--- config.mk ---
export PLATFORM = sky130hd
export DESIGN_NAME = ame_top
export DESIGN_NICKNAME = d
export VERILOG_FILES = /design/src/ame_pkg.sv /design/src/ame_top.sv
export VERILOG_INCLUDE_DIRS = /design/src /design/src/src
export SDC_FILE = /design/constraint.sdc
export NUM_CORES = 1
export LEC_CHECK = 0
export CORE_MARGIN = 2
export CORE_UTILIZATION = 60
export CTS_CLUSTER_SIZE = 16
export DETAILED_ROUTE_END_ITERATION = 6
export DONT_BUFFER_PORTS = 1
export PLACE_DENSITY = 0.8
export SLEW_MARGIN = 20
export SYNTH_ARGS = -nofsm -noshare
export SYNTH_HDL_FRONTEND = slang
export SYNTH_SLANG_ARGS = --single-unit
--- constraint.sdc ---
create_clock -name mclk_in -period 7.1 [get_ports mclk_in]
set_input_delay 1.42 -clock mclk_in [delete_from_list [all_inputs] [get_ports mclk_in]]
set_output_delay 1.42 -clock mclk_in [all_outputs]
set_load 0.03 [all_outputs]
--- src/ame_params.svh ---
// Register offsets, field positions, reset values and timing counts
`ifndef AME_PARAMS_SVH
`define AME_PARAMS_SVH
`define AME_OFS_STAT 8'h09
`define AME_OFS_DSTAT 8'h0A
`define AME_OFS_FIRST 8'h0B
`define AME_OFS_EN0 8'h16
`define AME_OFS_EN1 8'h17
`define AME_OFS_MAPA 8'h19
`define AME_OFS_MAPD 8'h1A
`define AME_OFS_MAPB 8'h1B
`define AME_OFS_PIN 8'h20
`define AME_OFS_LATCH 8'h21
`define AME_OFS_SDUR 8'h27
`define AME_OFS_STH 8'h28
`define AME_OFS_TTIM 8'h2A
`define AME_OFS_TTH 8'h2B
`define AME_B_SLOPE 2
`define AME_B_DTAP 4
`define AME_B_STAP 5
`define AME_B_NDATA 7
`define AME_B_DEN 4
`define AME_B_MAPD_A 0
`define AME_B_MAPD_B 7
`define AME_B_SIGN 3
`define AME_B_LVLA 0
`define AME_B_ODA 1
`define AME_B_LVLB 2
`define AME_B_ODB 3
`define AME_B_RSTINT 7
`define AME_B_SHOCK 6
`define AME_B_QUIET 7
`define AME_RST_BYTE 8'h00
`define AME_STH_SHIFT 2
`define AME_TTH_SHIFT 6
`define AME_CLK_NS 25
`define AME_TICK_US 250
`define AME_TICK_CYC (`AME_TICK_US * 1000 / `AME_CLK_NS)
`define AME_ND_LOW_US 50
`define AME_ND_LOW_CYC ((`AME_ND_LOW_US * 1000 + `AME_CLK_NS - 1) / `AME_CLK_NS)
`define AME_TAP_CLR_US 12500
`define AME_TAP_CLR_TK (`AME_TAP_CLR_US / `AME_TICK_US)
`define AME_SHOCK0_TK (50000 / `AME_TICK_US)
`define AME_SHOCK1_TK (75000 / `AME_TICK_US)
`define AME_QUIET0_TK (30000 / `AME_TICK_US)
`define AME_QUIET1_TK (20000 / `AME_TICK_US)
`endif

--- src/ame_pkg.sv ---
// Types used by the tap interrupt engine
package ame_pkg;
  typedef enum logic [2:0] {
    AME_IDLE = 3'b000,
    AME_SHOCK = 3'b001,
    AME_QUIET = 3'b010,
    AME_WAIT2 = 3'b011,
    AME_SHOCK2 = 3'b100,
    AME_QUIET2 = 3'b101
  } ame_tap_st_t;
endpackage

--- src/ame_top.sv ---
// Accelerometer new-data, motion and tap interrupt engines with pin routing
`timescale 1ns/1ps
`include "ame_params.svh"
module ame_top import ame_pkg::*; #(
  parameter int TICK_CYC = `AME_TICK_CYC,
  parameter int DW = 12
) (
  input wire logic mclk_in,
  input wire logic reset_in,
  input wire logic [7:0] addr_in,
  input wire logic [7:0] wdata_in,
  input wire logic wr_in,
  input wire logic rd_in,
  output logic [7:0] rdata_out,
  input wire logic sample_valid_in,
  input wire logic acq_start_in,
  input wire logic signed [DW-1:0] acc_x_in,
  input wire logic signed [DW-1:0] acc_y_in,
  input wire logic signed [DW-1:0] acc_z_in,
  output logic irq_pin_a_out,
  output logic irq_pin_a_oe_out,
  output logic irq_pin_b_out,
  output logic irq_pin_b_oe_out
);
  ////////////////////////////////////////////////////////////////////////
  logic [7:0] en0_ff, en1_ff, map_a_ff, map_d_ff, map_b_ff, pin_ff;
  logic [7:0] latch_ff, sdur_ff, motion_threshold_ff, ttim_ff, tth_ff;
  logic wr_rst_int;
  assign wr_rst_int = wr_in && addr_in == `AME_OFS_LATCH &&
                      wdata_in[`AME_B_RSTINT];

  always_ff @(posedge mclk_in) begin
    if (reset_in) begin
      en0_ff <= `AME_RST_BYTE;
      en1_ff <= `AME_RST_BYTE;
      map_a_ff <= `AME_RST_BYTE;
      map_d_ff <= `AME_RST_BYTE;
      map_b_ff <= `AME_RST_BYTE;
      pin_ff <= `AME_RST_BYTE;
      latch_ff <= `AME_RST_BYTE;
      sdur_ff <= `AME_RST_BYTE;
      motion_threshold_ff <= `AME_RST_BYTE;
      ttim_ff <= `AME_RST_BYTE;
      tth_ff <= `AME_RST_BYTE;
    end else if (wr_in) begin
      case (addr_in)
        `AME_OFS_EN0: en0_ff <= wdata_in;
        `AME_OFS_EN1: en1_ff <= wdata_in;
        `AME_OFS_MAPA: map_a_ff <= wdata_in;
        `AME_OFS_MAPD: map_d_ff <= wdata_in;
        `AME_OFS_MAPB: map_b_ff <= wdata_in;
        `AME_OFS_PIN: pin_ff <= wdata_in;
        `AME_OFS_LATCH: latch_ff <= {4'h0, wdata_in[3:0]};
        `AME_OFS_SDUR: sdur_ff <= {6'h00, wdata_in[1:0]};
        `AME_OFS_STH: motion_threshold_ff <= wdata_in;
        `AME_OFS_TTIM: ttim_ff <= wdata_in;
        `AME_OFS_TTH: tth_ff <= {3'h0, wdata_in[4:0]};
        default: ;
      endcase
    end
  end

  ////////////////////////////////////////////////////////////////////////
  // Shared time base; every window except the new-data low time counts these ticks
  logic [15:0] pre_ff;
  logic tick;
  assign tick = pre_ff == 16'(TICK_CYC - 1);
  always_ff @(posedge mclk_in) begin
    if (reset_in || tick) pre_ff <= 16'h0000;
    else pre_ff <= pre_ff + 16'h0001;
  end

  // Hold time of temporary mode in ticks; zero for non-latched or latched
  function automatic logic [15:0] hold_tk(input logic [3:0] m);
    case (m)
      4'h1: hold_tk = 16'd1000;
      4'h2: hold_tk = 16'd2000;
      4'h3: hold_tk = 16'd4000;
      4'h4: hold_tk = 16'd8000;
      4'h5: hold_tk = 16'd16000;
      4'h6: hold_tk = 16'd32000;
      4'h9: hold_tk = 16'd1;
      4'hA: hold_tk = 16'd2;
      4'hB: hold_tk = 16'd4;
      4'hC: hold_tk = 16'd50;
      4'hD: hold_tk = 16'd100;
      4'hE: hold_tk = 16'd200;
      default: hold_tk = 16'h0000;
    endcase
  endfunction
  logic mode_latched, mode_temp;
  assign mode_latched = latch_ff[2:0] == 3'b111;
  assign mode_temp = hold_tk(latch_ff[3:0]) != 16'h0000;

  ////////////////////////////////////////////////////////////////////////
  // Samples arrive at twice the filter bandwidth, so the previous
  // sample is exactly the slope partner.
  logic signed [DW-1:0] acc [3];
  assign acc[0] = acc_x_in;
  assign acc[1] = acc_y_in;
  assign acc[2] = acc_z_in;
  logic [2:0] exc, blw, neg, tap_ax;
  logic [2:0] nmax;
  assign nmax = {1'b0, sdur_ff[1:0]} + 3'd1;

  for (genvar i = 0; i < 3; i++) begin : g_ax
    logic signed [DW-1:0] prev_ff;
    logic signed [DW:0] diff;
    logic [DW:0] mag;
    logic [2:0] hi_ff, lo_ff;
    logic hit;
    assign diff = (DW+1)'(acc[i]) - (DW+1)'(prev_ff);
    assign mag = diff[DW] ? (DW+1)'(-diff) : diff;
    assign hit = mag > (DW+1)'({motion_threshold_ff,
                                 `AME_STH_SHIFT'(0)});
    assign tap_ax[i] = mag > (DW+1)'({tth_ff[4:0],
                                       `AME_TTH_SHIFT'(0)});
    assign neg[i] = diff[DW];
    // The current slope counts too, so the Nth slope acts at once
    assign exc[i] = hit && hi_ff >= nmax - 3'd1;
    assign blw[i] = !hit && lo_ff >= nmax - 3'd1;
    always_ff @(posedge mclk_in) begin
      if (reset_in) begin
        prev_ff <= '0;
        hi_ff <= 3'd0;
        lo_ff <= 3'd0;
      end else if (sample_valid_in) begin
        prev_ff <= acc[i];
        hi_ff <= hit ? (hi_ff == 3'd4 ? hi_ff : hi_ff + 3'd1) : 3'd0;
        lo_ff <= hit ? 3'd0 : (lo_ff == 3'd4 ? lo_ff : lo_ff + 3'd1);
      end
    end
  end

  ////////////////////////////////////////////////////////////////////////
  logic [2:0] slope_en;
  logic slope_set, slope_clr, slope_st_ff;
  logic [2:0] first_ff;
  logic sign_ff;
  logic [15:0] s_hold_ff;
  assign slope_en = en0_ff[2:0];
  assign slope_set = sample_valid_in && |(exc & slope_en);
  assign slope_clr = sample_valid_in && &(blw | ~slope_en);

  always_ff @(posedge mclk_in) begin
    if (reset_in || slope_en == 3'b000) begin
      slope_st_ff <= 1'b0;
    end else if (slope_set && (!slope_st_ff || !mode_latched)) begin
      slope_st_ff <= 1'b1;
    end else if (mode_latched ? wr_rst_int :
                 mode_temp ? (s_hold_ff == 16'h0001 && tick) :
                 slope_clr) begin
      slope_st_ff <= 1'b0;
    end
  end

  // Hold counter for temporary mode, loaded only when the status rises
  always_ff @(posedge mclk_in) begin
    if (reset_in) s_hold_ff <= 16'h0000;
    else if (slope_set && !slope_st_ff) s_hold_ff <= hold_tk(latch_ff[3:0]);
    else if (tick && s_hold_ff != 16'h0000) s_hold_ff <= s_hold_ff - 16'h1;
  end

  // First axis takes the lowest enabled exceeding axis so exactly one flag is set
  always_ff @(posedge mclk_in) begin
    if (reset_in) begin
      first_ff <= 3'b000;
      sign_ff <= 1'b0;
    end else if (slope_set && !slope_st_ff) begin
      first_ff <= (exc[0] && slope_en[0]) ? 3'b001 :
                  (exc[1] && slope_en[1]) ? 3'b010 : 3'b100;
      sign_ff <= (exc[0] && slope_en[0]) ? neg[0] :
                 (exc[1] && slope_en[1]) ? neg[1] : neg[2];
    end
  end

  ////////////////////////////////////////////////////////////////////////
  logic nd_en, nd_st_ff, nd_pend_ff;
  logic [11:0] nd_low_ff;
  assign nd_en = en1_ff[`AME_B_DEN];
  // Mode field is never consulted: new data is always non-latched
  always_ff @(posedge mclk_in) begin
    if (reset_in || !nd_en) begin
      nd_st_ff <= 1'b0;
      nd_pend_ff <= 1'b0;
      nd_low_ff <= 12'h000;
    end else begin
      if ((sample_valid_in || nd_pend_ff) && nd_low_ff == 12'h000) begin
        nd_st_ff <= 1'b1;
        nd_pend_ff <= 1'b0;
      end else if (sample_valid_in) begin
        nd_pend_ff <= 1'b1;
      end else if (acq_start_in && nd_st_ff) begin
        nd_st_ff <= 1'b0;
        nd_low_ff <= 12'(`AME_ND_LOW_CYC);
      end
      if (nd_low_ff != 12'h000) nd_low_ff <= nd_low_ff - 12'h001;
    end
  end

  ////////////////////////////////////////////////////////////////////////
  ame_tap_st_t tap_ff;
  logic [11:0] tcnt_ff;
  logic tev, tdone, s_tap_en, d_tap_en, s_tap_ff, d_tap_ff;
  logic s_fire, d_fire;
  logic [5:0] s_clr_ff, d_clr_ff;
  logic [11:0] shock_tk, quiet_tk, dur_tk;
  assign s_tap_en = en0_ff[`AME_B_STAP];
  assign d_tap_en = en0_ff[`AME_B_DTAP];
  assign tev = sample_valid_in && |tap_ax;
  assign tdone = tick && tcnt_ff <= 12'h001;
  assign shock_tk = ttim_ff[`AME_B_SHOCK] ? 12'(`AME_SHOCK1_TK) :
                                             12'(`AME_SHOCK0_TK);
  assign quiet_tk = ttim_ff[`AME_B_QUIET] ? 12'(`AME_QUIET1_TK) :
                                             12'(`AME_QUIET0_TK);
  always_comb begin
    case (ttim_ff[2:0])
      3'd0: dur_tk = 12'd200;
      3'd1: dur_tk = 12'd400;
      3'd2: dur_tk = 12'd600;
      3'd3: dur_tk = 12'd800;
      3'd4: dur_tk = 12'd1000;
      3'd5: dur_tk = 12'd1500;
      3'd6: dur_tk = 12'd2000;
      default: dur_tk = 12'd2800;
    endcase
  end
  assign s_fire = tap_ff == AME_QUIET && tdone && !tev;
  assign d_fire = tap_ff == AME_QUIET2 && tdone && !tev;

  always_ff @(posedge mclk_in) begin
    if (reset_in || !(s_tap_en || d_tap_en)) begin
      tap_ff <= AME_IDLE;
      tcnt_ff <= 12'h000;
    end else begin
      if (tick && tcnt_ff != 12'h000) tcnt_ff <= tcnt_ff - 12'h001;
      case (tap_ff)
        AME_IDLE: if (tev) begin
          tap_ff <= AME_SHOCK;
          tcnt_ff <= shock_tk;
        end
        AME_SHOCK, AME_SHOCK2: if (tdone) begin
          tap_ff <= tap_ff == AME_SHOCK ? AME_QUIET : AME_QUIET2;
          tcnt_ff <= quiet_tk;
        end
        AME_QUIET: if (tev) begin
          tap_ff <= AME_IDLE;
        end else if (tdone) begin
          tap_ff <= d_tap_en ? AME_WAIT2 : AME_IDLE;
          tcnt_ff <= dur_tk;
        end
        AME_WAIT2: if (tev) begin
          tap_ff <= AME_SHOCK2;
          tcnt_ff <= shock_tk;
        end else if (tdone) begin
          tap_ff <= AME_IDLE;
        end
        AME_QUIET2: if (tev || tdone) begin
          tap_ff <= AME_IDLE;
        end
        default: tap_ff <= AME_IDLE;
      endcase
    end
  end

  always_ff @(posedge mclk_in) begin
    if (reset_in || !s_tap_en) begin
      s_tap_ff <= 1'b0;
      s_clr_ff <= 6'h00;
    end else if (s_fire) begin
      s_tap_ff <= 1'b1;
      s_clr_ff <= 6'(`AME_TAP_CLR_TK);
    end else if ((tick && s_clr_ff == 6'h01) ||
                 (mode_latched && wr_rst_int)) begin
      s_tap_ff <= 1'b0;
      s_clr_ff <= 6'h00;
    end else if (tick && s_clr_ff != 6'h00) begin
      s_clr_ff <= s_clr_ff - 6'h01;
    end
  end

  always_ff @(posedge mclk_in) begin
    if (reset_in || !d_tap_en) begin
      d_tap_ff <= 1'b0;
      d_clr_ff <= 6'h00;
    end else if (d_fire) begin
      d_tap_ff <= 1'b1;
      d_clr_ff <= 6'(`AME_TAP_CLR_TK);
    end else if ((tick && d_clr_ff == 6'h01) ||
                 (mode_latched && wr_rst_int)) begin
      d_tap_ff <= 1'b0;
      d_clr_ff <= 6'h00;
    end else if (tick && d_clr_ff != 6'h00) begin
      d_clr_ff <= d_clr_ff - 6'h01;
    end
  end

  ////////////////////////////////////////////////////////////////////////
  // Open-drain releases the pin when inactive; the pull sets the level
  logic [7:0] stat;
  logic act_a, act_b, lv_a, lv_b;
  assign stat = 8'((slope_st_ff << `AME_B_SLOPE) |
                   (d_tap_ff << `AME_B_DTAP) |
                   (s_tap_ff << `AME_B_STAP));
  assign act_a = |(map_a_ff & stat) ||
                 (map_d_ff[`AME_B_MAPD_A] && nd_st_ff);
  assign act_b = |(map_b_ff & stat) ||
                 (map_d_ff[`AME_B_MAPD_B] && nd_st_ff);
  assign lv_a = pin_ff[`AME_B_LVLA];
  assign lv_b = pin_ff[`AME_B_LVLB];
  assign irq_pin_a_out = lv_a ? act_a : !act_a;
  assign irq_pin_b_out = lv_b ? act_b : !act_b;
  assign irq_pin_a_oe_out = !pin_ff[`AME_B_ODA] || act_a;
  assign irq_pin_b_oe_out = !pin_ff[`AME_B_ODB] || act_b;

  always_ff @(posedge mclk_in) begin
    if (reset_in || !rd_in) begin
      rdata_out <= 8'h00;
    end else begin
      case (addr_in)
        `AME_OFS_STAT: rdata_out <= stat;
        `AME_OFS_DSTAT: rdata_out <= 8'(nd_st_ff << `AME_B_NDATA);
        `AME_OFS_FIRST: rdata_out <= {4'h0, sign_ff, first_ff};
        `AME_OFS_EN0: rdata_out <= en0_ff;
        `AME_OFS_EN1: rdata_out <= en1_ff;
        `AME_OFS_MAPA: rdata_out <= map_a_ff;
        `AME_OFS_MAPD: rdata_out <= map_d_ff;
        `AME_OFS_MAPB: rdata_out <= map_b_ff;
        `AME_OFS_PIN: rdata_out <= pin_ff;
        `AME_OFS_LATCH: rdata_out <= latch_ff;
        `AME_OFS_SDUR: rdata_out <= sdur_ff;
        `AME_OFS_STH: rdata_out <= motion_threshold_ff;
        `AME_OFS_TTIM: rdata_out <= ttim_ff;
        `AME_OFS_TTH: rdata_out <= tth_ff;
        default: rdata_out <= 8'h00;
      endcase
    end
  end

  ////////////////////////////////////////////////////////////////////////
  property p_pin_a_route;
    @(posedge mclk_in) disable iff (reset_in)
    map_a_ff[`AME_B_SLOPE] && slope_st_ff |-> irq_pin_a_out == lv_a;
  endproperty
  a_pin_a_route: assert property (p_pin_a_route)
    else $error("pin A not active with routed motion");
  property p_pin_b_lvl;
    @(posedge mclk_in) disable iff (reset_in)
    !act_b && !pin_ff[`AME_B_ODB] |-> irq_pin_b_out == !lv_b;
  endproperty
  a_pin_b_lvl: assert property (p_pin_b_lvl)
    else $error("pin B idle level wrong");
  property p_od_release;
    @(posedge mclk_in) disable iff (reset_in)
    pin_ff[`AME_B_ODA] && stat == 8'h00 && !nd_st_ff |-> !irq_pin_a_oe_out;
  endproperty
  a_od_release: assert property (p_od_release)
    else $error("open-drain pin A driven while idle");
  property p_nd_low;
    @(posedge mclk_in) disable iff (reset_in)
    $fell(nd_st_ff) && nd_en |-> nd_low_ff == 12'(`AME_ND_LOW_CYC);
  endproperty
  a_nd_low: assert property (p_nd_low)
    else $error("new data low time not started");
  property p_nd_hold;
    @(posedge mclk_in) disable iff (reset_in)
    nd_low_ff != 12'h000 |=> !nd_st_ff;
  endproperty
  a_nd_hold: assert property (p_nd_hold)
    else $error("new data status rose too soon");
  property p_first_onehot;
    @(posedge mclk_in) disable iff (reset_in)
    $rose(slope_st_ff) |-> $onehot(first_ff);
  endproperty
  a_first_onehot: assert property (p_first_onehot)
    else $error("first-axis flags not one-hot");
  property p_slope_cause;
    @(posedge mclk_in) disable iff (reset_in)
    $rose(slope_st_ff) |-> $past(sample_valid_in) && $past(|exc);
  endproperty
  a_slope_cause: assert property (p_slope_cause)
    else $error("motion status rose without consecutive exceed");
  property p_tap_disable;
    @(posedge mclk_in) disable iff (reset_in)
    !s_tap_en |=> !s_tap_ff;
  endproperty
  a_tap_disable: assert property (p_tap_disable)
    else $error("single tap status kept while disabled");
  property p_tap_hold;
    @(posedge mclk_in) disable iff (reset_in)
    $rose(d_tap_ff) |-> d_clr_ff == 6'(`AME_TAP_CLR_TK) && $past(d_fire);
  endproperty
  a_tap_hold: assert property (p_tap_hold)
    else $error("double tap not timed for auto clear");
endmodule

Word-level counts from Yosys, hierarchy flattened
Memory sizes are Yosys's and may differ from the RTL's. A register that Yosys moved wholly into a read port is not among the register bits.
Cells that the tools add are included.

storage, ports and cells
  memories = 2
  register bits after elaboration = 217
  bits in read-only memories = 480

memories
  memory            words  bits a word  rd ports  clocked after memory_dff  write ports  RTL line       text
  (name not given)  16     15           1         1                         0            ame_top.sv:75  case (m)
  (name not given)  16     15           1         1                         0            ame_top.sv:75

operators by class
  eq/ne operators = 50
  order comparisons = 13
  add/subtract/negate cells = 20
  bitwise logic cells = 7
  reduce and logical (&&, ||, !) cells = 112
  muxes and demuxes = 68

operators by type and width
  operator                                                                number
  8-bit one-hot mux with 14 select lines                                  1
  12-bit 2-to-1 mux                                                       9
  12-bit one-hot mux with 7 select lines                                  1
  3-bit 2-to-1 mux                                                        22
  8-bit by 6-bit equality test with 1-bit output (second input constant)  6
  6-bit 2-to-1 mux                                                        7
  8-bit by 5-bit equality test with 1-bit output (second input constant)  5
  13-bit by 10-bit > comparator with 1-bit output                         3
  13-bit by 11-bit > comparator with 1-bit output                         3
  13-bit 2-to-1 mux                                                       3
  13-bit negation                                                         3
  12-bit by 12-bit subtractor with 13-bit output                          3
  3-bit equality test (second input constant)                             12
  12-bit one-hot mux with 3 select lines                                  1
  2-bit AND reduction                                                     18
  1-bit logical AND                                                       32
  16-bit 2-to-1 mux                                                       2
  16-bit nonzero test                                                     2
  8-bit by 4-bit equality test with 1-bit output (second input constant)  3
  12-bit nonzero test                                                     2
  12-bit by 1-bit subtractor with 12-bit output (second input constant)   2
  3-bit by 1-bit adder with 3-bit output (second input constant)          6
  3-bit greater-or-equal comparator                                       6
  1-bit logical OR                                                        17
  other kinds (36)                                                        101

Longest topological paths before layout
  depth in word-level cells = 13
  mapped depth = 25
  gate-level depth less buffers = 23

Least setup slack after synthesis
Ideal clock, no wire load.

  path type = input to register
  from = input port acc_z_in[0]
  to = register tcnt_ff[5]
  required time = 7,026 ps
  path buffers = 1
  setup time = 74 ps
  cell stages on the path = 22
  data arrival time = 5,714 ps
  slack = 1,312 ps
  cells stage by stage = inv_1 ha_1 inv_1 fa_1 a211oi_2 nor3_1 nor2_1 o21bai_1 buf_2 a31oi_1 xor2_1 inv_1 ha_1 and4_1 nand3_1 a311o_1 o41ai_1 or4b_4 o21ai_4 nand2_4 or3_1 a31oi_1

on the way
  cells in the longest elaborated chain, start to end = 8

ends and longest elaborated chain
  what                                               RTL line                                        text
  start, declared                                    ame_top.sv:19                                   input wire logic signed [DW-1:0] acc_z_in,
  12-bit by 12-bit subtractor with 13-bit output *   ame_top.sv:112                                  assign diff = (DW+1)'(acc[i]) - (DW+1)'(prev_ff);
  13-bit negation                                    ame_top.sv:113                                  assign mag = diff[DW] ? (DW+1)'(-diff) : diff;
  13-bit 2-to-1 mux *                                ame_top.sv:113
  13-bit by 11-bit > comparator with 1-bit output *  ame_top.sv:116                                  assign tap_ax[i] = mag > (DW+1)'({tth_ff[4:0],
  3-bit OR reduction *                               ame_top.sv:210                                  assign tev = sample_valid_in && |tap_ax;
  1-bit logical AND *                                ame_top.sv:210
  12-bit 2-to-1 mux, on equally long branches        ame_top.sv:238, ame_top.sv:252, ame_top.sv:246
  12-bit one-hot mux with 3 select lines *           ame_top.sv:237                                  case (tap_ff)
  end signal, assigned                               ame_top.sv:236                                  if (tick && tcnt_ff != 12'h000) tcnt_ff <= tcnt_ff - 12'h001;
  end signal, assigned                               ame_top.sv:240                                  tcnt_ff <= shock_tk;
  end signal, assigned                               ame_top.sv:254                                  tcnt_ff <= shock_tk;
  end, declared                                      ame_top.sv:203                                  logic [11:0] tcnt_ff;

Every way passes the cells marked *; elsewhere a longest branch is shown, timed or not.
A chain may end at the register's enable or synchronous reset.

Final worst setup path
  from = input port acc_z_in[0]
  to = register tcnt_ff[9]

Same word-level chain as after synthesis.

==> reports/results.ini <==
[status]
status = complete, no violations

[timing]
setup_viol = 0
max_freq_mhz = 167
relSlewSlack = 0.267
final_max_slew_viol_count = 0
tightest_slew_ps = 1090
fin_crit_ps = 5990
rsz0062_at_grt = false
final.setup.tns_ps = 0
hold_viol = 0
period_share = 0.844
skew_ps = 16.3

[floorplanning]
die_w_um = 164
design.die.area_um2 = 26900
row_count = 58
die_y_um = 164
start_util = 0.611
ios = 70
core_um2 = 25200

[pwr]
peakVddDrop_mv = 0.192
p_int_w = 0.00250
clkPwrFrac = 0.405
swShare = 0.280
p_leak_nw = 6.15
seqPwrFrac = 0.385
p_sw_w = 0.000972
p_comb_frac = 0.210
pwr_density_cell_nw_per_um2 = 211

[place]
hpwlAfterDp_um = 27100
portBuffers = 0
placed_cells = 2179
gp_congestion = 0.953

[worst_setup_path]
cpMostUsedCell = inv_1
r2r_setup_slack_ps = 1690
r2r_end = tcnt_ff[9]$_SDFF_PP0_
ff2ff_path_depth = 20
cpPeakStageDelay_ps = 570
worstSetupPathType = primary input to flip-flop
crit_path_max_fanout = 13
end_kind = flip-flop
critPathArrivalTime_ps = 6470
cp-start-kind = primary input
path_cells = inv_1, ha_1, inv_1, fa_1, a211oi_2, nor3_1, nor2_1, o21bai_1, a31oi_1, xor2_1, inv_1, ha_1, and4_1, nand3_1, a311o_1, o41ai_1, or4b_4, o21ai_4, nand2_2, or3_1, o21ai_1
crit_required_ps = 7580
cpLargestDelayFamily = compound AO/OA/AOI/OAI gates
r2r-start = g_ax[2].prev_ff[0]$_SDFFE_PP0P_
critPathBufInv = 3
slowest_stage = or4b_4

[finish]
layout-drive-gt1-share = 0.0670
stdcell_count = 2226
n_antenna_cell = 0
num-nets-final = 2060
fill_cells = 2130
synthToLayoutAreaGrowth_pct = 6.87

[clocking]
clk_latency_ps = 540
cts_buffers = 26
root_buffer = clkbuf_16
cts_tree = built
path_clk_slew_ps = 60
postCtsSetupRepairBufs = 0
clock_path_buffers = 3
hold_buffers = 0
cts_num_sinks = 232
cts_resized = 0
htree_levels = 1

[global_route]
grt-ovfl-total = 0
track_usage = 0.277
antenna_found_initial = 0
grt_pass1_wl_um = 61800
grt_max_degree = 158
grt_pass1_vias = 12903

[logic_synthesis]
yosysMostFrequentCell = dfxtp_1
synth_area_leaders = dfxtp_1 30%, ha_1 9.9%, nor2_1 5.1%
synth_top_area_frac = 0.302
synth_nets = 2107
netlist_area_um2 = 15400
yosysSeqAreaShare = 0.302
synthArstFlopShare = 0
syn_area_per_cell_um2 = 7.99
synth_edf_count = 0
yosysWarnings = 0
ys_seq_elements = 232
synth_common_cells = 232 x dfxtp_1, 209 x nor2_1, 201 x nand2_1
yosys.area.top_type = dfxtp_1
yosysUniqueCellTypes = 103
yosys_most_used_dff = dfxtp_1
syn_inst = 1924

[detailed_routing]
vias_per_cell = 6.16
vias = 13707
finalWirelength_um = 37500
antenna_left = 0
dr.pass1.iters = 5
drc = 0
drt_iter0_markers = 1264
wl_per_cell_um = 16.8

[flow_run]
maxCapViolations = 0

[hold_path]
hold_end = pre_ff[0]$_SDFF_PP0_
hold_path_class = flip-flop to flip-flop
min-delay-start = pre_ff[0]$_SDFF_PP0_
hold_path_depth = 1

## state kept, by name (all words and copies together) (netlist names), 9 cells and up, named ones only
name and flops:
nd_low_ff 12, g_ax.lo_ff 9, tcnt_ff 12, s_hold_ff 16, g_ax.prev_ff 36, g_ax.hi_ff 9
pre_ff 16
## kinds of logic (layout without fill, tap and decap cells)
family                   after synthesis  count (layout)  synth area share
AO/OA/AOI/OAI                        431             431             0.195
XOR/XNOR                             106             106            0.0608
adder cells (fa/ha/maj)              126             126             0.104
buffers and inverters                203             175            0.0521
flip-flops                           232             232             0.302
multiplexers                          74              74            0.0486
AND/OR/NAND/NOR                      752             752             0.237
## layer usage
metal,routed length [µm],vias up,GRT usage
met5,0,-,0
met4,1380,0,0.108
met3,2320,103,0.0427
met2,18100,388,0.480
met1,15700,6437,0.346
li1,-,6779,-
## through the flow
step                worst slack [ps]  hold WS (ps)  instance area (µm²)   util  power, W
floorplan                       1310           413                15400      -   0.00198
global placement                 657           425                15500  0.617   0.00206
detailed placement               577           438                15500  0.617   0.00208
CTS                             1110           447                16400  0.653   0.00349
global route                     719           458                16400  0.653   0.00364
finish                          1110           447                16400  0.653   0.00347
## layout by cell type, fill, tap and decap left out, types with 42 or more instances in the layout
master | synthesis | layout
nand3_1 | 99 | 99
dfxtp_1 | 232 | 232
nand2_1 | 201 | 201
inv_1 | 112 | 112
o21ai_0 | 44 | 44
xnor2_1 | 63 | 63
mux2i_1 | 69 | 69
ha_1 | 122 | 122
a21oi_1 | 152 | 152
nor3_1 | 45 | 45
xor2_1 | 42 | 42
nor2_1 | 209 | 209
## worst max path at each step
stage	start	end	cells past startpoint
5_1_grt	acc_z_in[0]	tcnt_ff[5]$_SDFF_PP0_	21
3_3_place_gp	acc_z_in[0]	tcnt_ff[9]$_SDFF_PP0_	21
4_1_cts	acc_z_in[0]	tcnt_ff[9]$_SDFF_PP0_	21
3_5_place_dp	acc_z_in[0]	tcnt_ff[9]$_SDFF_PP0_	21
2_1_floorplan	acc_z_in[0]	tcnt_ff[5]$_SDFF_PP0_	22
6_report	acc_z_in[0]	tcnt_ff[9]$_SDFF_PP0_	21
## power by group through the flow
stage          logic, W  clock network [W]  registers, W
5_1_grt        0.000824            0.00148       0.00134
4_1_cts        0.000724            0.00143       0.00134
2_1_floorplan  0.000617                  0       0.00136
6_report       0.000727            0.00141       0.00134
3_5_place_dp   0.000719                  0       0.00136
3_3_place_gp   0.000696                  0       0.00136
## worst register-to-register path, cell delays in order, from the launching register on
cell	delay (ps)
dfxtp_1	340
ha_1	170
inv_1	50
fa_1	450
a211oi_2	250
nor3_1	110
nor2_1	240
o21bai_1	330
a31oi_1	280
xor2_1	210
inv_1	60
ha_1	260
and4_1	180
nand3_1	90
a311o_1	320
o41ai_1	360
or4b_4	570
o21ai_4	430
nand2_2	200
or3_1	390
o21ai_1	70
## area by class of cell
type | instances | area (µm²) | area share
timing repair buffer | 13 | 97.6 | 0.00594
clock buffer | 34 | 721 | 0.0438
tap | 330 | 413 | 0.0251
multi-input combinational | 1489 | 9950 | 0.605
inverter | 115 | 432 | 0.0263
clock inverter | 13 | 183 | 0.0111
sequential | 232 | 4640 | 0.283
Power figures use the tool's default switching activity.
